<file path="src/addr_map_pkg.sv">
// constants for the data address and memory map block
package addr_map_pkg;
   localparam int ADDR_W = 16;
   localparam int DATA_W = 16;
   localparam int PAGE_W = 9;
   localparam int OFFS_W = 7;
   localparam int NUM_AUX = 5;
   localparam int PAGES = 512;
   localparam int PAGE_WORDS = 128;
   // on-chip block bases; block zero is data or program
   localparam logic [15:0] CFG_DATA_BASE = 16'h0200;
   localparam logic [15:0] CFG_PROG_BASE = 16'hFF00;
   localparam logic [15:0] FIXED_ONE_BASE = 16'h0300;
   localparam logic [15:0] FIXED_TWO_BASE = 16'h0060;
   localparam int CFG_WORDS = 256;
   localparam int FIXED_ONE_WORDS = 256;
   localparam int FIXED_TWO_WORDS = 32;
   localparam int TOTAL_WORDS = 544;
   // memory-mapped peripheral registers in data space
   localparam logic [15:0] SERIAL_RX_ADDR = 16'h0000;
   localparam logic [15:0] SERIAL_TX_ADDR = 16'h0001;
   localparam logic [15:0] TIMER_COUNT_ADDR = 16'h0002;
   localparam logic [15:0] TIMER_PERIOD_ADDR = 16'h0003;
   localparam logic [15:0] INT_MASK_ADDR = 16'h0004;
   localparam logic [15:0] GLOBAL_SIZE_ADDR = 16'h0005;
   localparam logic [7:0] GLOBAL_SIZE_RESET = 8'h00;
   // address modes
   localparam logic [1:0] MODE_DIRECT = 2'h0;
   localparam logic [1:0] MODE_INDIRECT = 2'h1;
   localparam logic [1:0] MODE_IMMEDIATE = 2'h2;
   // indirect update kinds
   localparam logic [2:0] UPD_NONE = 3'h0;
   localparam logic [2:0] UPD_INC = 3'h1;
   localparam logic [2:0] UPD_DEC = 3'h2;
   localparam logic [2:0] UPD_ADD0 = 3'h3;
   localparam logic [2:0] UPD_SUB0 = 3'h4;
   // address spaces
   localparam logic [1:0] SPACE_PROG = 2'h0;
   localparam logic [1:0] SPACE_DATA = 2'h1;
   localparam logic [1:0] SPACE_IO = 2'h2;
   typedef enum logic [3:0] {
      ST_IDLE = 4'b0001,
      ST_ACCESS = 4'b0010,
      ST_WAIT = 4'b0100,
      ST_HOLD = 4'b1000
   } bus_state_type;
endpackage

</file>
<file path="src/addr_map.sv">
// data address generation, memory map and external bus control
`timescale 1ns/1ps
module addr_map (
   input wire logic MCLK,
   input wire logic RST,
   input wire logic REQ_VALID,
   input wire logic [1:0] REQ_MODE,
   input wire logic [1:0] REQ_SPACE,
   input wire logic REQ_WRITE,
   input wire logic [6:0] REQ_OFFSET,
   input wire logic [15:0] REQ_IMMEDIATE,
   input wire logic [15:0] REQ_PROG_ADDR,
   input wire logic [2:0] REQ_UPDATE,
   input wire logic REQ_LOAD_PTR,
   input wire logic [2:0] REQ_NEW_PTR,
   input wire logic REQ_LOAD_PAGE,
   input wire logic [8:0] REQ_NEW_PAGE,
   input wire logic REQ_LOAD_AUX,
   input wire logic [15:0] REQ_AUX_VALUE,
   input wire logic [15:0] REQ_WDATA,
   input wire logic CFG_AS_DATA,
   input wire logic CFG_AS_PROG,
   output logic REQ_DONE,
   output logic [15:0] RESULT_ADDR,
   output logic [15:0] RESULT_DATA,
   output logic ONCHIP_SEL,
   output logic PERIPH_SEL,
   output logic CFG_IS_PROG,
   output logic [2:0] AUX_PTR,
   output logic [7:0] GLOBAL_SIZE,
   output logic [15:0] EXT_ADDR,
   output logic EXT_ADDR_OE_N,
   output logic [15:0] EXT_DATA_OUT,
   input wire logic [15:0] EXT_DATA_IN,
   output logic EXT_DATA_OE_N,
   output logic PROG_SEL_N,
   output logic DATA_SEL_N,
   output logic IO_SEL_N,
   output logic READ_WRITE_N,
   output logic STROBE_N,
   output logic CTRL_OE_N,
   input wire logic READY,
   input wire logic HOLD_N,
   output logic BUS_HOLD_GRANT_N,
   output logic GLOBAL_BUS_REQUEST_N
);
   logic ready_s1_q, ready_q, hold_s1_q, hold_n_q;
   logic [15:0] aux_address_regs_q [0:addr_map_pkg::NUM_AUX-1];
   logic [2:0] aux_reg_pointer_q;
   logic [8:0] page_q;
   logic cfg_prog_q;
   logic [7:0] global_region_size_q;
   addr_map_pkg::bus_state_type state_q;
   logic [15:0] addr_d, xaddr_q, wdata_q, rdata_q, done_addr_q;
   logic xwrite_q, done_q;
   logic [1:0] xspace_q;
   logic onchip, periph, is_global, ext_need, take;

   // pins cross from outside, so two flops before use
   always_ff @(posedge MCLK) begin
      ready_s1_q <= RST ? 1'b0 : READY;
      ready_q <= RST ? 1'b0 : ready_s1_q;
      hold_s1_q <= RST ? 1'b1 : HOLD_N;
      hold_n_q <= RST ? 1'b1 : hold_s1_q;
   end

   function automatic logic in_range(input logic [15:0] a, input logic [15:0] base,
                                     input int words);
      in_range = (a >= base) && ({16'h0000, a} < {16'h0000, base} + 32'(words));
   endfunction

   // immediate mode in data space never reaches memory; it just returns the field
   always_comb begin
      addr_d = {page_q, REQ_OFFSET};
      case (REQ_MODE)
         addr_map_pkg::MODE_INDIRECT: addr_d = aux_address_regs_q[aux_reg_pointer_q];
         addr_map_pkg::MODE_IMMEDIATE: addr_d = REQ_IMMEDIATE;
         default: addr_d = {page_q, REQ_OFFSET};
      endcase
      if (REQ_SPACE != addr_map_pkg::SPACE_DATA) addr_d = REQ_PROG_ADDR;
   end

   always_comb begin
      onchip = 1'b0;
      periph = 1'b0;
      if (REQ_SPACE == addr_map_pkg::SPACE_DATA) begin
         onchip = in_range(addr_d, addr_map_pkg::FIXED_ONE_BASE, addr_map_pkg::FIXED_ONE_WORDS)
            || in_range(addr_d, addr_map_pkg::FIXED_TWO_BASE, addr_map_pkg::FIXED_TWO_WORDS)
            || (!cfg_prog_q
                && in_range(addr_d, addr_map_pkg::CFG_DATA_BASE, addr_map_pkg::CFG_WORDS));
         periph = addr_d <= addr_map_pkg::GLOBAL_SIZE_ADDR;
      end else if (REQ_SPACE == addr_map_pkg::SPACE_PROG) begin
         onchip = cfg_prog_q
            && in_range(addr_d, addr_map_pkg::CFG_PROG_BASE, addr_map_pkg::CFG_WORDS);
      end
   end

   // global region is the top of data space, sized by high-byte mask
   assign is_global = (REQ_SPACE == addr_map_pkg::SPACE_DATA) && !onchip && !periph
      && (global_region_size_q != 8'h00)
      && ((addr_d[15:8] & global_region_size_q) == global_region_size_q);
   assign ext_need = !onchip && !periph && (REQ_MODE != addr_map_pkg::MODE_IMMEDIATE
      || REQ_SPACE != addr_map_pkg::SPACE_DATA);
   assign take = REQ_VALID && state_q == addr_map_pkg::ST_IDLE && hold_n_q;

   always_ff @(posedge MCLK) begin
      if (RST) begin
         state_q <= addr_map_pkg::ST_IDLE;
      end else begin
         case (state_q)
            addr_map_pkg::ST_IDLE: begin
               if (!hold_n_q) state_q <= addr_map_pkg::ST_HOLD;
               else if (take && ext_need) state_q <= addr_map_pkg::ST_ACCESS;
            end
            addr_map_pkg::ST_ACCESS: begin
               // fast memory answers in the first cycle with no wait state
               if (ready_q) state_q <= addr_map_pkg::ST_IDLE;
               else state_q <= addr_map_pkg::ST_WAIT;
            end
            addr_map_pkg::ST_WAIT: if (ready_q) state_q <= addr_map_pkg::ST_IDLE;
            addr_map_pkg::ST_HOLD: if (hold_n_q) state_q <= addr_map_pkg::ST_IDLE;
            default: state_q <= addr_map_pkg::ST_IDLE;
         endcase
      end
   end

   // a hold arriving mid-transfer waits for the transfer to finish
   always_ff @(posedge MCLK) begin
      if (RST) begin
         xaddr_q <= 16'h0000;
         xspace_q <= addr_map_pkg::SPACE_DATA;
         xwrite_q <= 1'b0;
         wdata_q <= 16'h0000;
         GLOBAL_BUS_REQUEST_N <= 1'b1;
      end else if (take && ext_need) begin
         xaddr_q <= addr_d;
         xspace_q <= REQ_SPACE;
         xwrite_q <= REQ_WRITE;
         wdata_q <= REQ_WDATA;
         GLOBAL_BUS_REQUEST_N <= !is_global;
      end else if (state_q == addr_map_pkg::ST_IDLE) begin
         GLOBAL_BUS_REQUEST_N <= 1'b1;
      end
   end

   always_ff @(posedge MCLK) begin
      if (RST) begin
         done_q <= 1'b0;
         rdata_q <= 16'h0000;
         done_addr_q <= 16'h0000;
      end else begin
         done_q <= 1'b0;
         if (take && !ext_need) begin
            done_q <= 1'b1;
            done_addr_q <= addr_d;
            rdata_q <= REQ_MODE == addr_map_pkg::MODE_IMMEDIATE ? REQ_IMMEDIATE
               : (addr_d == addr_map_pkg::GLOBAL_SIZE_ADDR ? {8'h00, global_region_size_q}
               : 16'h0000);
         end else if ((state_q == addr_map_pkg::ST_ACCESS
                       || state_q == addr_map_pkg::ST_WAIT) && ready_q) begin
            done_q <= 1'b1;
            done_addr_q <= xaddr_q;
            rdata_q <= xwrite_q ? wdata_q : EXT_DATA_IN;
         end
      end
   end

   always_ff @(posedge MCLK) begin
      if (RST) begin
         aux_reg_pointer_q <= 3'h0;
         for (int i = 0; i < addr_map_pkg::NUM_AUX; i++) aux_address_regs_q[i] <= 16'h0000;
      end else if (take) begin
         if (REQ_LOAD_AUX) begin
            aux_address_regs_q[aux_reg_pointer_q] <= REQ_AUX_VALUE;
         end else if (REQ_MODE == addr_map_pkg::MODE_INDIRECT) begin
            case (REQ_UPDATE)
               addr_map_pkg::UPD_INC: aux_address_regs_q[aux_reg_pointer_q] <=
                  aux_address_regs_q[aux_reg_pointer_q] + 16'h0001;
               addr_map_pkg::UPD_DEC: aux_address_regs_q[aux_reg_pointer_q] <=
                  aux_address_regs_q[aux_reg_pointer_q] - 16'h0001;
               addr_map_pkg::UPD_ADD0: aux_address_regs_q[aux_reg_pointer_q] <=
                  aux_address_regs_q[aux_reg_pointer_q] + aux_address_regs_q[0];
               addr_map_pkg::UPD_SUB0: aux_address_regs_q[aux_reg_pointer_q] <=
                  aux_address_regs_q[aux_reg_pointer_q] - aux_address_regs_q[0];
               default: ;
            endcase
         end
         if (REQ_LOAD_PTR && REQ_NEW_PTR < 3'(addr_map_pkg::NUM_AUX))
            aux_reg_pointer_q <= REQ_NEW_PTR;
      end
   end

   always_ff @(posedge MCLK) begin
      if (RST) begin
         cfg_prog_q <= 1'b0;
         page_q <= 9'h000;
         global_region_size_q <= addr_map_pkg::GLOBAL_SIZE_RESET;
      end else begin
         if (CFG_AS_PROG) cfg_prog_q <= 1'b1;
         else if (CFG_AS_DATA) cfg_prog_q <= 1'b0;
         if (take && REQ_LOAD_PAGE) page_q <= REQ_NEW_PAGE;
         if (take && REQ_WRITE && REQ_SPACE == addr_map_pkg::SPACE_DATA
             && REQ_MODE != addr_map_pkg::MODE_IMMEDIATE
             && addr_d == addr_map_pkg::GLOBAL_SIZE_ADDR)
            global_region_size_q <= REQ_WDATA[7:0];
      end
   end

   logic busy;
   assign busy = state_q == addr_map_pkg::ST_ACCESS || state_q == addr_map_pkg::ST_WAIT;
   assign REQ_DONE = done_q;
   assign RESULT_ADDR = done_addr_q;
   assign RESULT_DATA = rdata_q;
   assign ONCHIP_SEL = onchip;
   assign PERIPH_SEL = periph;
   assign CFG_IS_PROG = cfg_prog_q;
   assign AUX_PTR = aux_reg_pointer_q;
   assign GLOBAL_SIZE = global_region_size_q;
   assign EXT_ADDR = xaddr_q;
   assign EXT_DATA_OUT = wdata_q;
   assign CTRL_OE_N = state_q == addr_map_pkg::ST_HOLD;
   assign EXT_ADDR_OE_N = state_q == addr_map_pkg::ST_HOLD;
   assign EXT_DATA_OE_N = !(busy && xwrite_q);
   assign BUS_HOLD_GRANT_N = state_q != addr_map_pkg::ST_HOLD;
   assign STROBE_N = !busy;
   assign READ_WRITE_N = !(busy && xwrite_q);
   assign PROG_SEL_N = !(busy && xspace_q == addr_map_pkg::SPACE_PROG);
   assign DATA_SEL_N = !(busy && xspace_q == addr_map_pkg::SPACE_DATA);
   assign IO_SEL_N = !(busy && xspace_q == addr_map_pkg::SPACE_IO);
endmodule // addr_map

</file>
<file path="config.mk">
export PLATFORM = sky130hd
export DESIGN_NAME = addr_map
export DESIGN_NICKNAME = d
export VERILOG_FILES = /design/src/addr_map_pkg.sv /design/src/addr_map.sv
export SDC_FILE = /design/constraint.sdc
export NUM_CORES = 1
export LEC_CHECK = 0
export BUFFER_PORTS_ARGS = -buffer_cell sky130_fd_sc_hd__buf_2
export CORE_MARGIN = 4
export CORE_UTILIZATION = 55
export DETAILED_ROUTE_END_ITERATION = 8
export HOLD_SLACK_MARGIN = 0.03
export PLACE_DENSITY = 0.78
export SLEW_MARGIN = 20
export SYNTH_ARGS = -nofsm -noshare
export SYNTH_HDL_FRONTEND = slang
export SYNTH_SLANG_ARGS = --single-unit
</file>
<file path="constraint.sdc">
create_clock -name MCLK -period 5.9 [get_ports MCLK]
set_clock_uncertainty 0.2 [all_clocks]
set_input_delay 0.295 -clock MCLK [delete_from_list [all_inputs] [get_ports MCLK]]
set_output_delay 0.295 -clock MCLK [all_outputs]
set_load 0.03 [all_outputs]
</file>
==> out/results.env <==
STATUS='completed'
CTS_MAX_LEVEL=1
WORST_EP_ARRIVAL_TIME_NS=5.77
GRT_FIRST_PASS_WIRELENGTH_MM=68.6
GRT_ANTENNA_BEFORE_REPAIR=4
FLOORPLAN.INITIALDENSITY=0.567
FLOORPLAN.IO_PINS=206
SETUP_BUFFERS_AFTER_CTS=0
SYNTHESIS.YOSYS.WARNINGS=0
PATH_CLASS='flip-flop to flip-flop'
DIE_HEIGHT_UM=162
POWER.SHARE.CLOCK=0.373
POSTCTSRESIZEDCELLS=0
YS_SEQ_ELEMENTS=229
GPL.FINAL_WEIGHTED_CONGESTION=0.967
POWER.SHARE.COMBINATIONAL=0.216
POST-ROUTE-PERIOD-UTIL=0.943
ANT_NETS_AFTER_ROUTE=0
FINALSETUPVIOLATIONS=0
POWER-PER-CELL-AREA_nW_PER_UM2=280
PATH_CLK_SLEW_NS=0.07
POST_DRT_WL_PER_CELL_UM=23.4
DETAIL_ROUTE.WIRELENGTH_MM=45.0
VIA_DENSITY_PER_INSTANCE=6.36
FINISH.INSTANCE_AREA_UM2=15900
DIE_X_UM=162
CRITPATHTOPFAMILY='compound AO/OA/AOI/OAI gates'
VDD_DROP_MAX_mV=0.247
POWER.SHARE.SWITCHING=0.294
IO_BUFFER_COUNT=205
YOSYSSEQAREASHARE=0.451
POWER_SWITCHING_uW=1310
DESIGN.FINAL.NETS=1747
MAXCAPVIOLATIONS=0
SYNTH.LIB_CELLS_USED.DISTINCT=86
GRT_PASS1_VIAS=11917
SHARE_SEQ_OF_TOTAL_POWER=0.410
SYN2LAYOUT_AREA_GROWTH_PCT=22.2
DRT_PASS1_ITERATIONS=6
CLKSINKCOUNT=229
CP-START-KIND='flip-flop'
DETAILED_PLACE_HPWL_MM=31.7
GRT_SETUP_UNREPAIRED='no'
SYNTHESIS.INSTANCES=1342
WORSTPATHBUFFERINVERTERCOUNT=4
CRIT_FANOUT=26
DRV_SLEW=0
TIMING.FINAL.CRIT_PERIOD_NS=5.57
FIN_SETUP_TNS_NS=0
OVERFLOW=0
SYNTH_AREA_UM2=13000
POST_SYNTH_EDFFS=128
CLK_ROOT_BUFFER_CELL='clkbuf_16'
SYNTH_FP_NETS=1496
MIN_PATH_TYPE='input pin to flip-flop'
DOMINANTREGCELLSYNTH='edfxtp_1'
NUM_VIAS=12257
TRITONCTS='built'
DIE-AREA_UM2=26200
CRITPATHSLOWESTCELL='a21o_1'
POWER_LEAKAGE_uW=0.00623
YS_ASYNC_SR_FRACTION=0
MAX_CLOCK_FREQ_GHz=0.180
WORSTSETUPENDPOINTTYPE='flip-flop'
FINAL_LAYOUT_SIZE_SUFFIX_GT1_FRAC=0.222
AVGSYNTHCELLAREA_UM2=9.69
DR.FIRST_ITER.DRC_COUNT=1660
MAXSLEWHEADROOM=0.278
CRITICAL_PATH.MAX_STAGE_DELAY_NS=0.77
CRITPATHREQUIREDTIME_NS=6.10
CLOCK_INSERTION_DELAY_WORST_SKEW_NS=0.54
TIGHTEST_SLEW_NS=1.08
CORE_UM2=22900
PLACEDINSTANCEAREA_UM2=14300
CTS_BUFFERS=24
TIMING.FINAL.HOLD_VIOLATIONS=0
HOLD_BUFFERS=72
ROW_COUNT=55
MAXIMUM_NUMBER_OF_PINS_ON_ONE_NET_BEFORE_GLOBAL_ROUTE_REPAIR=80
DRT_DRC_VIOLATIONS_LEFT=0
CTSLONGESTPATHBUFFERS=3
GR-USAGE-ALL-LAYERS=0.330
CP_CELL_INSTANCES='buf_12, mux4_2, mux2i_4, inv_2, a211oi_2, nand4_1, or3_1, nand3b_4, a21oi_4, a21o_1, buf_4, a211o_1, a21oi_1, dlygate4sd3_1'
P_INT_uW=3130
## cell families (layout without fill, tap and decap cells)
| kind of cell | count (synthesis) | in the layout | share of synthesized area |
|---|---|---|---|
| AND/OR/NAND/NOR | 493 | 493 | 0.180 |
| adder cells (fa/ha/maj) | 37 | 37 | 0.0368 |
| flip-flops | 229 | 229 | 0.451 |
| XOR/XNOR | 18 | 18 | 0.0121 |
| AO/OA/AOI/OAI | 332 | 332 | 0.171 |
| buffers and inverters | 149 | 417 | 0.0500 |
| multiplexers | 84 | 84 | 0.0988 |
| other | 0 | 4 | 0 |
## final timing paths
| kind | from | end | slack, ns | depth (start not counted) |
|---|---|---|---|---|
| worst max-delay path | flip-flop | RESULT_DATA[14] | 0.33 | 14 |
| worst min register to register | hold_s1_q | hold_n_q | 0.22 | 1 |
| worst min-delay path | EXT_DATA_IN[8] | RESULT_DATA[8] | 0.04 | 4 |
| worst max register to register | flip-flop | RESULT_DATA[14] | 0.33 | 14 |
## sequential cells by signal, summed over array words and instances, names as in the netlist, named ones only
| register | count |
|---|---|
| hold_n_q | 1 |
| RESULT_ADDR | 16 |
| EXT_ADDR | 16 |
| hold_s1_q | 1 |
| GLOBAL_BUS_REQUEST_N | 1 |
| aux_address_regs_q | 128 |
| RESULT_DATA | 16 |
| ready_q | 1 |
| CFG_IS_PROG | 1 |
| xspace_q | 2 |
| xwrite_q | 1 |
| ready_s1_q | 1 |
| REQ_DONE | 1 |
| GLOBAL_SIZE | 8 |
| EXT_DATA_OUT | 16 |
| page_q | 9 |
| AUX_PTR | 3 |
| state_q | 4 |
## worst reg2reg max path, stage by stage (launching register included)
cell           delay, ns
dfxtp_2             0.64
buf_12              0.29
mux4_2              0.60
mux2i_4             0.23
inv_2               0.14
a211oi_2            0.47
nand4_1             0.12
or3_1               0.40
nand3b_4            0.20
a21oi_4             0.27
a21o_1              0.77
buf_4               0.33
a211o_1             0.11
a21oi_1             0.05
dlygate4sd3_1       0.61
## final cells by class
cell class / count / area [um^2]
fillers: 1712 / 7030
multi-input cells: 964 / 6500
flip-flops and latches: 229 / 5870
repair buffers: 307 / 2000
clock buffers: 33 / 676
well taps: 313 / 392
inverters: 67 / 251
clock inverters: 10 / 184
diodes: 4 / 10.0
## power groups by stage
stage | registers, uW | clock network [uW] | logic [uW]
4_1_cts | 1820 | 1670 | 933
2_1_floorplan | 1880 | 0 | 575
3_5_place_dp | 1850 | 0 | 891
5_1_grt | 1830 | 1740 | 1030
6_report | 1820 | 1660 | 960
3_3_place_gp | 1850 | 0 | 875
## cell usage after synthesis (10+ instances only)
master | instances | area share
a211oi_1 | 21 | 0.012
xnor2_1 | 14 | 0.0094
ha_1 | 35 | 0.034
inv_1 | 63 | 0.018
nand3_1 | 36 | 0.014
nand2_1 | 148 | 0.043
and2_1 | 10 | 0.0048
a211o_1 | 10 | 0.0067
or3_1 | 14 | 0.0067
nor2b_1 | 10 | 0.0048
nor2_1 | 168 | 0.049
mux2_2 | 11 | 0.0095
nand2b_1 | 15 | 0.0072
nand3b_1 | 13 | 0.0075
buf_2 | 12 | 0.0046
edfxtp_1 | 128 | 0.30
a22oi_1 | 24 | 0.014
mux4_2 | 32 | 0.055
mux2i_1 | 38 | 0.029
a21oi_1 | 117 | 0.045
a31oi_1 | 15 | 0.0072
dfxtp_1 | 101 | 0.16
o21ai_0 | 42 | 0.016
nor3_1 | 28 | 0.011
clkbuf_1 | 54 | 0.016
## cells in the final DEF (no fill, tap or decap), types with 8 or more instances in the layout
cell / count
a211o_1: 10
a211oi_1: 20
a211oi_2: 8
a21oi_1: 117
a22oi_1: 24
a31oi_1: 15
and2_1: 10
buf_2: 204
buf_4: 29
clkbuf_16: 25
dfxtp_1: 99
dlygate4sd3_1: 72
edfxtp_1: 128
ha_1: 34
inv_1: 63
mux2_2: 11
mux2i_1: 38
mux4_2: 32
nand2_1: 148
nand2b_1: 15
nand3_1: 36
nand3b_1: 13
nor2_1: 168
nor2b_1: 10
nor3_1: 28
o21ai_0: 42
or3_1: 14
xnor2_1: 14
## stage by stage
stage / power (uW) / std cells / hold slack (ns) / util / setup WS [ns]
floorplan: 2460 / 1342 / 0.189 / - / 1.37
global placement: 2730 / 1808 / 0.198 / 0.624 / 0.935
detailed placement: 2750 / 1808 / 0.200 / 0.624 / 0.835
CTS: 4420 / 1923 / 0.0344 / 0.693 / 0.417
global route: 4600 / 1927 / 0.0376 / 0.693 / 0.112
finish: 4440 / 1927 / 0.0387 / 0.693 / 0.334
## layer usage
metal  global-route usage  part of all wire  vias up  routed length, um
met1                0.417              0.37     5833              16500
met3               0.0634              0.10      156               4690
li1                     -                 -     5431                  -
met2                0.552              0.48      837              21400
met5                    0                 0        -                  0
met4                0.156             0.054        0               2420
Note: power is estimated with default switching activity, not from simulation.
